<file path="src/hrx_cfg.svh">
// constants for the hex record receiver and checksum block
// assumes a single clock domain and byte-wide streams
`ifndef HRX_CFG_SVH
`define HRX_CFG_SVH
`define HRX_START     8'h3a
`define HRX_T_DATA    8'h00
`define HRX_T_END     8'h01
`define HRX_T_EXT     8'h02
`define HRX_EXT_LEN   8'h02
`define HRX_END_LEN   8'h00
`define HRX_EXT_OFF   16'h0000
`define HRX_SEG_MAX   16'h2000
`define HRX_CMD_ERASE 8'hf0
`define HRX_CMD_WRITE 8'h30
`define HRX_CMD_SUM   8'h90
`define HRX_CMD_READ  8'h40
`define HRX_CMD_ID    8'hc0
`define HRX_CMD_STAT  8'hc3
`define HRX_FLASH_LO  16'h1000
`define HRX_FLASH_HI  16'hffff
`define HRX_ID_FIRST  8'h09
`define HRX_ID_LAST   8'h12
`define HRX_ST_FIRST  8'h09
`define HRX_ST_LAST   8'h0c
`define HRX_SUM_RST   16'h0000
`endif

</file>
<file path="src/hrx_pkg.sv">
// types shared by the hex record receiver
// assumes nothing outside itself
package hrx_pkg;
    typedef enum logic [3:0] {
        P_WAIT = 4'b0000,
        P_LEN  = 4'b0001,
        P_OFFH = 4'b0011,
        P_OFFL = 4'b0010,
        P_TYPE = 4'b0110,
        P_DATA = 4'b0111,
        P_CSUM = 4'b0101,
        P_DONE = 4'b0100,
        P_IDLE = 4'b1100
    } hrx_pstate_e;
    typedef enum logic [1:0] {
        SC_IDLE = 2'b00,
        SC_RUN  = 2'b01,
        SC_TAIL = 2'b11
    } hrx_scan_e;
endpackage : hrx_pkg

</file>
<file path="src/hrx_receiver_checksum.sv">
// hex record receiver and 16-bit byte-sum checksum engine
// assumes rx bytes come from a uart on clk, flash reads take one cycle
`timescale 1ns/1ps
`include "hrx_cfg.svh"
module hrx_receiver_checksum
    import hrx_pkg::*;
(
    input  wire logic        clk,
    input  wire logic        rst,
    input  wire logic        cmd_start,
    input  wire logic [7:0]  cmd_code,
    input  wire logic        erase_chip,
    input  wire logic [15:0] region_lo,
    input  wire logic [15:0] region_hi,
    input  wire logic        rx_valid,
    input  wire logic [7:0]  rx_data,
    input  wire logic        rx_error,
    input  wire logic        resp_valid,
    input  wire logic [7:0]  resp_byte,
    input  wire logic [7:0]  mem_rdata,
    output logic      [15:0] mem_addr,
    output logic             wr_valid,
    output logic      [19:0] wr_addr,
    output logic      [7:0]  wr_data,
    output logic             fmt_error,
    output logic             rx_idle,
    output logic             sum_done,
    output logic      [7:0]  sum_hi,
    output logic      [7:0]  sum_lo
);
    hrx_pstate_e pstate;
    hrx_pstate_e next_pstate;
    logic [7:0]  len;
    logic [7:0]  next_len;
    logic [7:0]  cnt;
    logic [7:0]  next_cnt;
    logic [7:0]  csum;
    logic [7:0]  next_csum;
    logic [15:0] off;
    logic [15:0] next_off;
    logic [15:0] seg;
    logic [15:0] next_seg;
    logic        seg_bad;
    logic        next_seg_bad;
    logic [7:0]  rtype;
    logic [7:0]  next_rtype;
    logic [19:0] next_wr_addr;
    logic        next_wr_valid;
    logic [7:0]  next_wr_data;
    logic        next_fmt_error;
    logic        end_ok;
    logic        rx_ok;

    hrx_scan_e   scan;
    hrx_scan_e   next_scan;
    logic [15:0] next_mem_addr;
    logic [15:0] scan_end;
    logic [15:0] next_scan_end;
    logic        rd_pend;
    logic        next_rd_pend;
    logic [15:0] sum;
    logic [15:0] next_sum;
    logic [7:0]  resp_idx;
    logic [7:0]  next_resp_idx;
    logic [7:0]  win_first;
    logic [7:0]  next_win_first;
    logic [7:0]  win_last;
    logic [7:0]  next_win_last;
    logic        next_sum_done;
    logic        resp_add;
    logic [7:0]  idx1;

    function automatic logic sums_cmd(input logic [7:0] c);
        sums_cmd = (c == `HRX_CMD_ERASE) || (c == `HRX_CMD_WRITE) ||
                   (c == `HRX_CMD_SUM) || (c == `HRX_CMD_READ) ||
                   (c == `HRX_CMD_ID) || (c == `HRX_CMD_STAT);
    endfunction : sums_cmd

    assign rx_ok = rx_valid && !rx_error;

    // record parser
    always_comb
    begin
        next_pstate    = pstate;
        next_len       = len;
        next_cnt       = cnt;
        next_csum      = csum;
        next_off       = off;
        next_seg       = seg;
        next_seg_bad   = seg_bad;
        next_rtype     = rtype;
        next_wr_addr   = wr_addr;
        next_wr_valid  = 1'b0;
        next_wr_data   = wr_data;
        next_fmt_error = fmt_error;
        end_ok         = 1'b0;
        if (cmd_start)
        begin
            if (cmd_code == `HRX_CMD_WRITE)
            begin
                // receive error in the same cycle still parks: set wins over clear
                next_pstate    = rx_error ? P_IDLE : P_WAIT;
                next_seg       = 16'h0000;
                next_seg_bad   = 1'b0;
                next_fmt_error = rx_error;
            end
        end
        else if (rx_error && pstate != P_IDLE && pstate != P_DONE)
        begin
            next_pstate    = P_IDLE;
            next_fmt_error = 1'b1;
        end
        else if (rx_ok)
        begin
            next_csum = csum + rx_data;
            unique case (pstate)
                P_WAIT:
                begin
                    // anything but the mark is dropped
                    if (rx_data == `HRX_START)
                    begin
                        next_pstate = P_LEN;
                        next_csum   = 8'h00;
                    end
                end
                P_LEN:
                begin
                    next_len    = rx_data;
                    next_pstate = P_OFFH;
                end
                P_OFFH:
                begin
                    next_off    = {rx_data, 8'h00};
                    next_pstate = P_OFFL;
                end
                P_OFFL:
                begin
                    next_off    = {off[15:8], rx_data};
                    next_pstate = P_TYPE;
                end
                P_TYPE:
                begin
                    next_rtype   = rx_data;
                    next_cnt     = len;
                    next_wr_addr = {seg, 4'h0} + {4'h0, off};
                    next_pstate  = (len == 8'h00) ? P_CSUM : P_DATA;
                    if ((rx_data != `HRX_T_DATA && rx_data != `HRX_T_END &&
                         rx_data != `HRX_T_EXT) ||
                        (rx_data == `HRX_T_EXT && len != `HRX_EXT_LEN) ||
                        (rx_data == `HRX_T_EXT && off != `HRX_EXT_OFF) ||
                        (rx_data == `HRX_T_END && len != `HRX_END_LEN) ||
                        (rx_data == `HRX_T_DATA && (seg_bad || len == 8'h00)))
                    begin
                        next_pstate    = P_IDLE;
                        next_fmt_error = 1'b1;
                    end
                end
                P_DATA:
                begin
                    if (rtype == `HRX_T_DATA)
                    begin
                        next_wr_valid = 1'b1;
                        next_wr_data  = rx_data;
                        if (cnt != len)
                            next_wr_addr = wr_addr + 20'h00001;
                    end
                    else
                        next_seg = {seg[7:0], rx_data};
                    next_cnt = cnt - 8'h01;
                    if (cnt == 8'h01)
                        next_pstate = P_CSUM;
                end
                P_CSUM:
                begin
                    if (next_csum != 8'h00)
                    begin
                        next_pstate    = P_IDLE;
                        next_fmt_error = 1'b1;
                    end
                    else if (rtype == `HRX_T_END)
                    begin
                        next_pstate = P_DONE;
                        end_ok      = 1'b1;
                    end
                    else
                    begin
                        if (rtype == `HRX_T_EXT)
                            next_seg_bad = seg > `HRX_SEG_MAX;
                        next_pstate = P_WAIT;
                    end
                end
                // reply pending, controller holds off
                P_DONE: next_pstate = P_DONE;
                P_IDLE: next_pstate = P_IDLE;
            endcase
        end
        if (pstate == P_DONE && sum_done)
            next_pstate = P_IDLE;
    end

    always_ff @(posedge clk)
    begin
        if (rst)
        begin
            pstate    <= P_IDLE;
            len       <= 8'h00;
            cnt       <= 8'h00;
            csum      <= 8'h00;
            off       <= 16'h0000;
            seg       <= 16'h0000;
            seg_bad   <= 1'b0;
            rtype     <= 8'h00;
            wr_addr   <= 20'h00000;
            wr_valid  <= 1'b0;
            wr_data   <= 8'h00;
            fmt_error <= 1'b0;
            rx_idle   <= 1'b1;
        end
        else
        begin
            pstate    <= next_pstate;
            len       <= next_len;
            cnt       <= next_cnt;
            csum      <= next_csum;
            off       <= next_off;
            seg       <= next_seg;
            seg_bad   <= next_seg_bad;
            rtype     <= next_rtype;
            wr_addr   <= next_wr_addr;
            wr_valid  <= next_wr_valid;
            wr_data   <= next_wr_data;
            fmt_error <= next_fmt_error;
            rx_idle   <= next_pstate == P_IDLE;
        end
    end

    // checksum engine: flash scan plus response byte window
    assign idx1     = resp_idx + 8'h01;
    assign resp_add = resp_valid && win_last != 8'h00 &&
                      idx1 >= win_first && idx1 <= win_last;

    always_comb
    begin
        next_scan      = scan;
        next_mem_addr  = mem_addr;
        next_scan_end  = scan_end;
        next_rd_pend   = 1'b0;
        next_resp_idx  = resp_idx;
        next_win_first = win_first;
        next_win_last  = win_last;
        next_sum_done  = 1'b0;
        // framing bytes never reach this adder
        next_sum = sum + (rd_pend ? {8'h00, mem_rdata} : 16'h0000) +
                   (resp_add ? {8'h00, resp_byte} : 16'h0000);
        if (resp_valid)
        begin
            next_resp_idx = idx1;
            if (win_last != 8'h00 && idx1 == win_last)
            begin
                next_sum_done = 1'b1;
                next_win_last = 8'h00;
            end
        end
        unique case (scan)
            SC_IDLE: next_scan = SC_IDLE;
            SC_RUN:
            begin
                next_rd_pend = 1'b1;
                if (mem_addr == scan_end)
                    next_scan = SC_TAIL;
                else
                    next_mem_addr = mem_addr + 16'h0001;
            end
            SC_TAIL:
            begin
                next_scan     = SC_IDLE;
                next_sum_done = 1'b1;
            end
        endcase
        if (end_ok)
        begin
            next_scan     = SC_RUN;
            next_mem_addr = `HRX_FLASH_LO;
            next_scan_end = `HRX_FLASH_HI;
        end
        if (cmd_start && sums_cmd(cmd_code))
        begin
            next_sum       = `HRX_SUM_RST;
            next_resp_idx  = 8'h00;
            next_win_last  = 8'h00;
            next_scan      = SC_IDLE;
            next_rd_pend   = 1'b0;
            next_mem_addr  = region_lo;
            next_scan_end  = region_hi;
            unique case (cmd_code)
                `HRX_CMD_ERASE:
                begin
                    next_scan = SC_RUN;
                    if (erase_chip)
                    begin
                        next_mem_addr = `HRX_FLASH_LO;
                        next_scan_end = `HRX_FLASH_HI;
                    end
                end
                `HRX_CMD_SUM:
                begin
                    next_scan     = SC_RUN;
                    next_mem_addr = `HRX_FLASH_LO;
                    next_scan_end = `HRX_FLASH_HI;
                end
                `HRX_CMD_READ: next_scan = SC_RUN;
                `HRX_CMD_ID:
                begin
                    next_win_first = `HRX_ID_FIRST;
                    next_win_last  = `HRX_ID_LAST;
                end
                `HRX_CMD_STAT:
                begin
                    next_win_first = `HRX_ST_FIRST;
                    next_win_last  = `HRX_ST_LAST;
                end
                default: next_scan = SC_IDLE; // write waits for the end record
            endcase
        end
    end

    always_ff @(posedge clk)
    begin
        if (rst)
        begin
            scan      <= SC_IDLE;
            mem_addr  <= 16'h0000;
            scan_end  <= 16'h0000;
            rd_pend   <= 1'b0;
            sum       <= `HRX_SUM_RST;
            resp_idx  <= 8'h00;
            win_first <= 8'h00;
            win_last  <= 8'h00;
            sum_done  <= 1'b0;
            sum_hi    <= 8'h00;
            sum_lo    <= 8'h00;
        end
        else
        begin
            scan      <= next_scan;
            mem_addr  <= next_mem_addr;
            scan_end  <= next_scan_end;
            rd_pend   <= next_rd_pend;
            sum       <= next_sum;
            resp_idx  <= next_resp_idx;
            win_first <= next_win_first;
            win_last  <= next_win_last;
            sum_done  <= next_sum_done;
            sum_hi    <= next_sum[15:8];
            sum_lo    <= next_sum[7:0];
        end
    end

    a_mark_opens: assert property (@(posedge clk) disable iff (rst)
        (pstate == P_WAIT && rx_ok && rx_data == `HRX_START && !cmd_start)
        |=> pstate == P_LEN)
        else $error("start mark did not open a record");
    a_gap_dropped: assert property (@(posedge clk) disable iff (rst)
        (pstate == P_WAIT && rx_ok && rx_data != `HRX_START && !cmd_start)
        |=> pstate == P_WAIT && !wr_valid)
        else $error("byte between records was not dropped");
    a_rx_err_idle: assert property (@(posedge clk) disable iff (rst)
        (rx_error && !cmd_start && pstate != P_IDLE && pstate != P_DONE)
        |=> pstate == P_IDLE && fmt_error && rx_idle)
        else $error("receive error did not park the receiver");
    a_bad_type: assert property (@(posedge clk) disable iff (rst)
        (pstate == P_TYPE && rx_ok && !cmd_start && rx_data > `HRX_T_EXT)
        |=> fmt_error && pstate == P_IDLE)
        else $error("bad record type accepted");
    a_bad_check: assert property (@(posedge clk) disable iff (rst)
        (pstate == P_CSUM && rx_ok && !cmd_start && (csum + rx_data) != 8'h00)
        |=> fmt_error)
        else $error("record checksum mismatch accepted");
    a_data_write: assert property (@(posedge clk) disable iff (rst)
        (pstate == P_DATA && rx_ok && !cmd_start && rtype == `HRX_T_DATA)
        |=> wr_valid && wr_data == $past(rx_data))
        else $error("data byte not written");
    a_write_scan: assert property (@(posedge clk) disable iff (rst)
        end_ok |=> scan == SC_RUN && mem_addr == `HRX_FLASH_LO)
        else $error("write checksum scan did not start at flash base");
    a_sum_add: assert property (@(posedge clk) disable iff (rst)
        (rd_pend && !resp_add && !cmd_start)
        |=> sum == 16'($past(sum) + {8'h00, $past(mem_rdata)}))
        else $error("flash byte not added into checksum");
    a_sum_clear: assert property (@(posedge clk) disable iff (rst)
        (cmd_start && sums_cmd(cmd_code)) |=> sum == `HRX_SUM_RST)
        else $error("checksum not cleared at command start");
    a_scan_end: assert property (@(posedge clk) disable iff (rst)
        (scan == SC_RUN && mem_addr == scan_end && !cmd_start && !end_ok)
        |=> scan == SC_TAIL ##1 sum_done)
        else $error("scan did not finish at its last address");
endmodule : hrx_receiver_checksum

</file>
<file path="config.mk">
export PLATFORM = sky130hd
export DESIGN_NAME = hrx_receiver_checksum
export DESIGN_NICKNAME = d
export VERILOG_FILES = /design/src/hrx_pkg.sv /design/src/hrx_receiver_checksum.sv
export VERILOG_INCLUDE_DIRS = /design/src
export SDC_FILE = /design/constraint.sdc
export NUM_CORES = 1
export LEC_CHECK = 0
export BUFFER_PORTS_ARGS = -buffer_cell sky130_fd_sc_hd__buf_2
export CORE_ASPECT_RATIO = 0.75
export CORE_MARGIN = 5
export CORE_UTILIZATION = 40
export CTS_CLUSTER_DIAMETER = 80
export DETAILED_ROUTE_END_ITERATION = 7
export GPL_TIMING_DRIVEN = 0
export PLACE_DENSITY = 0.56
export SYNTH_ARGS = -nofsm -noshare
export SYNTH_HDL_FRONTEND = slang
export SYNTH_SLANG_ARGS = --single-unit
</file>
<file path="constraint.sdc">
create_clock -name clk -period 6.35 [get_ports clk]
set_clock_uncertainty 0.15 [all_clocks]
set_input_delay 0 -clock clk [delete_from_list [all_inputs] [get_ports clk]]
set_output_delay 0 -clock clk [all_outputs]
set_load 0.01 [all_outputs]
</file>
==> results by group <==
Worst setup path
  • CP Launch Type: flip-flop
  • R2r endpoint: sum_hi[7]$_SDFF_PP0_
  • Arrival @ worst endpoint: ~6 ns
  • Reg2reg path depth: 22
  • Crit path kind: flip-flop to flip-flop
  • Required time at the worst-slack endpoint: 6.57 ns
  • Critical path capture point type: flip-flop
  • Worst flop-to-flop path startpoint: resp_idx[0]$_SDFFE_PP0P_
  • Flop2flop setup slack: 0.74 ns
  • Crit path max fanout: 8

Die
  • Die height: roughly 150 µm
  • Die ar.: 27600 µm²
  • Starting Density: 0.407
  • Core Region: 24000 µm²
  • Die Width: approximately 190 µm
  • Ports: between 100 and 150
  • Site Rows: 49

Yosys
  • Synth warn: 0
  • Async set-reset flop share out of synthesis: 0
  • Synthesized instance count: 1209
  • Synth cell types: between 70 and 80
  • Syn Std Cell Area: 9760 µm²
  • Top_reg_cell synth: dfxtp_1
  • EDFF count, synth: 0
  • Synth Area per Inst: a little over 8 µm²
  • Seq cells post-synth: 163
  • Seq/Total Area, Yosys: 0.334
  • Syn_nets: 1331

Timing
  • Crit share post-route: 0.884
  • Rel. slew slack: 0.240
  • Min Clock Period, post-route: 5.61 ns
  • Worst-Margin Slew: 1.13 ns
  • RSZ-0062 raised after global routing: no
  • Setup-failing EPs final: 0
  • Final TNS setup: 0 ns
  • Slew Viols, Final: 0
  • Final hold vios: 0
  • Fmax: 178 MHz

Hold path
  • Worst Hold End: sum_lo[1]$_SDFF_PP0_
  • Worst min path class: input port to flip-flop
  • Min-delay src: resp_byte[1]
  • Hold path cells: 5

Power and ir drop
  • Peak supply drop: 0.188 mV
  • Leak: about 0.0049 µW
  • Sequential share of power: 0.443
  • Cell area power density: just under 200 nW/µm²
  • Psw: approximately 600 µW
  • Pint: roughly 1800 µW
  • Clock share of power: 0.448
  • Overall Power: about 2400 µW
  • Switching part of the total: 0.255
  • Comb pwr share: 0.109

Finish
  • Multi-input logic area: 6100 µm²
  • Layout cells sized above 1: 0.152
  • Fin util: 0.502
  • Commonest non-fill, non-tap cell in the layout: dfxtp_1
  • Commonest non-fill, non-tap cells in the layout: dfxtp_1 (163), nand2_1 (142), buf_2 (132)
  • FF/Latch Area: 3260 µm²
  • Fillers: 2356
  • Area growth from synthesis to final layout: 23.3%
  • N_diodes: 0
  • Final nets: 1539

Drt
  • TritonRoute pass-1 iters: 5
  • Vias: 9771
  • Drt wl/cell: about 18 µm
  • Vias per inst: 5.55
  • Drt total wl: 32.0 mm
  • Final ANT Viol Nets: 0
  • Post-route DRC violation count: 0
  • Starting DRC count in detailed routing: 951

GRT
  • GRT Util Overall: 0.226
  • Global route total overflow: 0
  • First-pass GRT wire length: 50.5 mm
  • Largest net degree at the start of global routing: 17
  • Initial antenna violation count: 0
  • Vias in the first global route: 9030

CTS
  • Post-CTS setup buffers: 0
  • Clk slew on worst S/H paths: 0.07 ns
  • Sink Count: 163
  • Clock latency on the worst-skew pair: roughly 0.44 ns
  • Total CTS buffers: 17
  • H-Tree Depth: 4
  • Post-CTS sizing: 0
  • Post-CTS Hold Buffers: a little under 60
  • CTS root buffer: clkbuf_16
  • Clk buf depth: 2
  • CTS tree: built

Placement
  • Port bufs: 130
  • DP HPWL: 24.0 mm
  • Final Wtd Congestion: 0.915

Flow run
  • Max-cap viol count: 0

Status
  • Status: finished clean
## power groups by stage
| stage | logic, µW | clock network, µW | registers, µW |
|---|---|---|---|
| 4_1_cts | 259 | 1090 | 1060 |
| 3_5_place_dp | 231 | 0 | 1080 |
| 6_report | 260 | 1070 | 1060 |
| 2_1_floorplan | 137 | 0 | 1080 |
| 3_3_place_gp | 227 | 0 | 1080 |
| 5_1_grt | 287 | 1130 | 1060 |
## worst max-delay path: stages (launching register included)
cell and delay (ns):
dfxtp_1 0.42, ha_1 0.28, xor2_1 0.25, ha_1 0.29, nor2b_1 0.13, o21ai_0 0.14
nand2b_1 0.07, a21oi_1 0.13, a31oi_1 0.06, nor3b_1 0.74, nand2_1 0.15, fa_1 0.39
inv_1 0.06, ha_1 0.16, inv_1 0.06, fa_1 0.38, nor2b_1 0.16, o21ai_0 0.13
a21boi_0 0.24, o21ai_0 0.23, a21o_1 0.25, or4_1 0.50, a21oi_1 0.15
## area by class of cell
type	count	area share
Multi-Input combinational cell	948	0.507
Sequential cell	163	0.271
Timing Repair Buffer	189	0.103
Clock buffer	22	0.0403
Tap cell	331	0.0344
Buffer	57	0.0208
Inverter	41	0.0128
Clock inverter	10	0.0103
## kinds of logic after synthesis
logic type | share of synthesized area
XOR/XNOR | 0.0521
multiplexers | 0.0267
adder cells (fa/ha/maj) | 0.0739
AO/OA/AOI/OAI | 0.220
flip-flops | 0.334
buffers and inverters | 0.0414
AND/OR/NAND/NOR | 0.251
## cell usage after synthesis (all sizes together), types with 7 or more instances
library cell	instances	area share
or3	14	0.0090
a21oi	107	0.058
nor2b	9	0.0058
nand4	21	0.013
a31oi	12	0.0077
nor3b	15	0.013
a211oi	14	0.011
nand3	53	0.027
a21o	8	0.0062
xor2	28	0.025
fa	11	0.023
nor2	127	0.049
and3	18	0.012
o21ai	61	0.032
a22oi	10	0.0077
o31ai	7	0.0054
xnor2	30	0.027
nor3	28	0.015
o221a	16	0.018
inv	40	0.015
and2	18	0.012
o211ai	9	0.0083
nor4	17	0.011
nand2b	12	0.0077
dfxtp	163	0.33
nand2	142	0.055
mux2i	26	0.027
ha	40	0.051
buf	8	0.0068
clkbuf	49	0.019
## worst max-delay path by stage
stage | startpoint | to | slack, ns
2_1_floorplan | resp_idx[0]$_SDFFE_PP0P_ | sum_hi[7]$_SDFF_PP0_ | 1.63
6_report | resp_idx[0]$_SDFFE_PP0P_ | sum_hi[7]$_SDFF_PP0_ | 0.74
4_1_cts | resp_idx[0]$_SDFFE_PP0P_ | sum_hi[7]$_SDFF_PP0_ | 0.66
5_1_grt | resp_idx[0]$_SDFFE_PP0P_ | sum_hi[7]$_SDFF_PP0_ | 0.06
3_3_place_gp | resp_idx[0]$_SDFFE_PP0P_ | sum_hi[7]$_SDFF_PP0_ | 0.73
3_5_place_dp | resp_idx[0]$_SDFFE_PP0P_ | sum_hi[7]$_SDFF_PP0_ | 0.71
## flip-flops by register name (all words and copies together) (netlist names), 16 cells and up
signal,count
mem_addr,16
off,16
scan_end,16
seg,16
wr_addr,20
## per-stage QoR
step           hold WS (ns)  area [µm²]  cells  worst slack, ns
2_1_floorplan       -0.0627        9760   1209             1.63
5_1_grt              0.0916       12000   1761           0.0648
4_1_cts              0.0330       12000   1761            0.663
3_5_place_dp         0.0821       10800   1671            0.707
6_report             0.0576       12000   1761            0.737
3_3_place_gp         0.0876       10800   1670            0.732
## metal layers
layer	track usage	vias to the layer above	part of all wire
met3	0.0454	19	0.071
li1	-	4798	-
met5	0	-	0
met4	0.0434	0	0.0093
met2	0.310	327	0.40
met1	0.363	4627	0.52
Note: power is estimated with default switching activity, not from simulation.
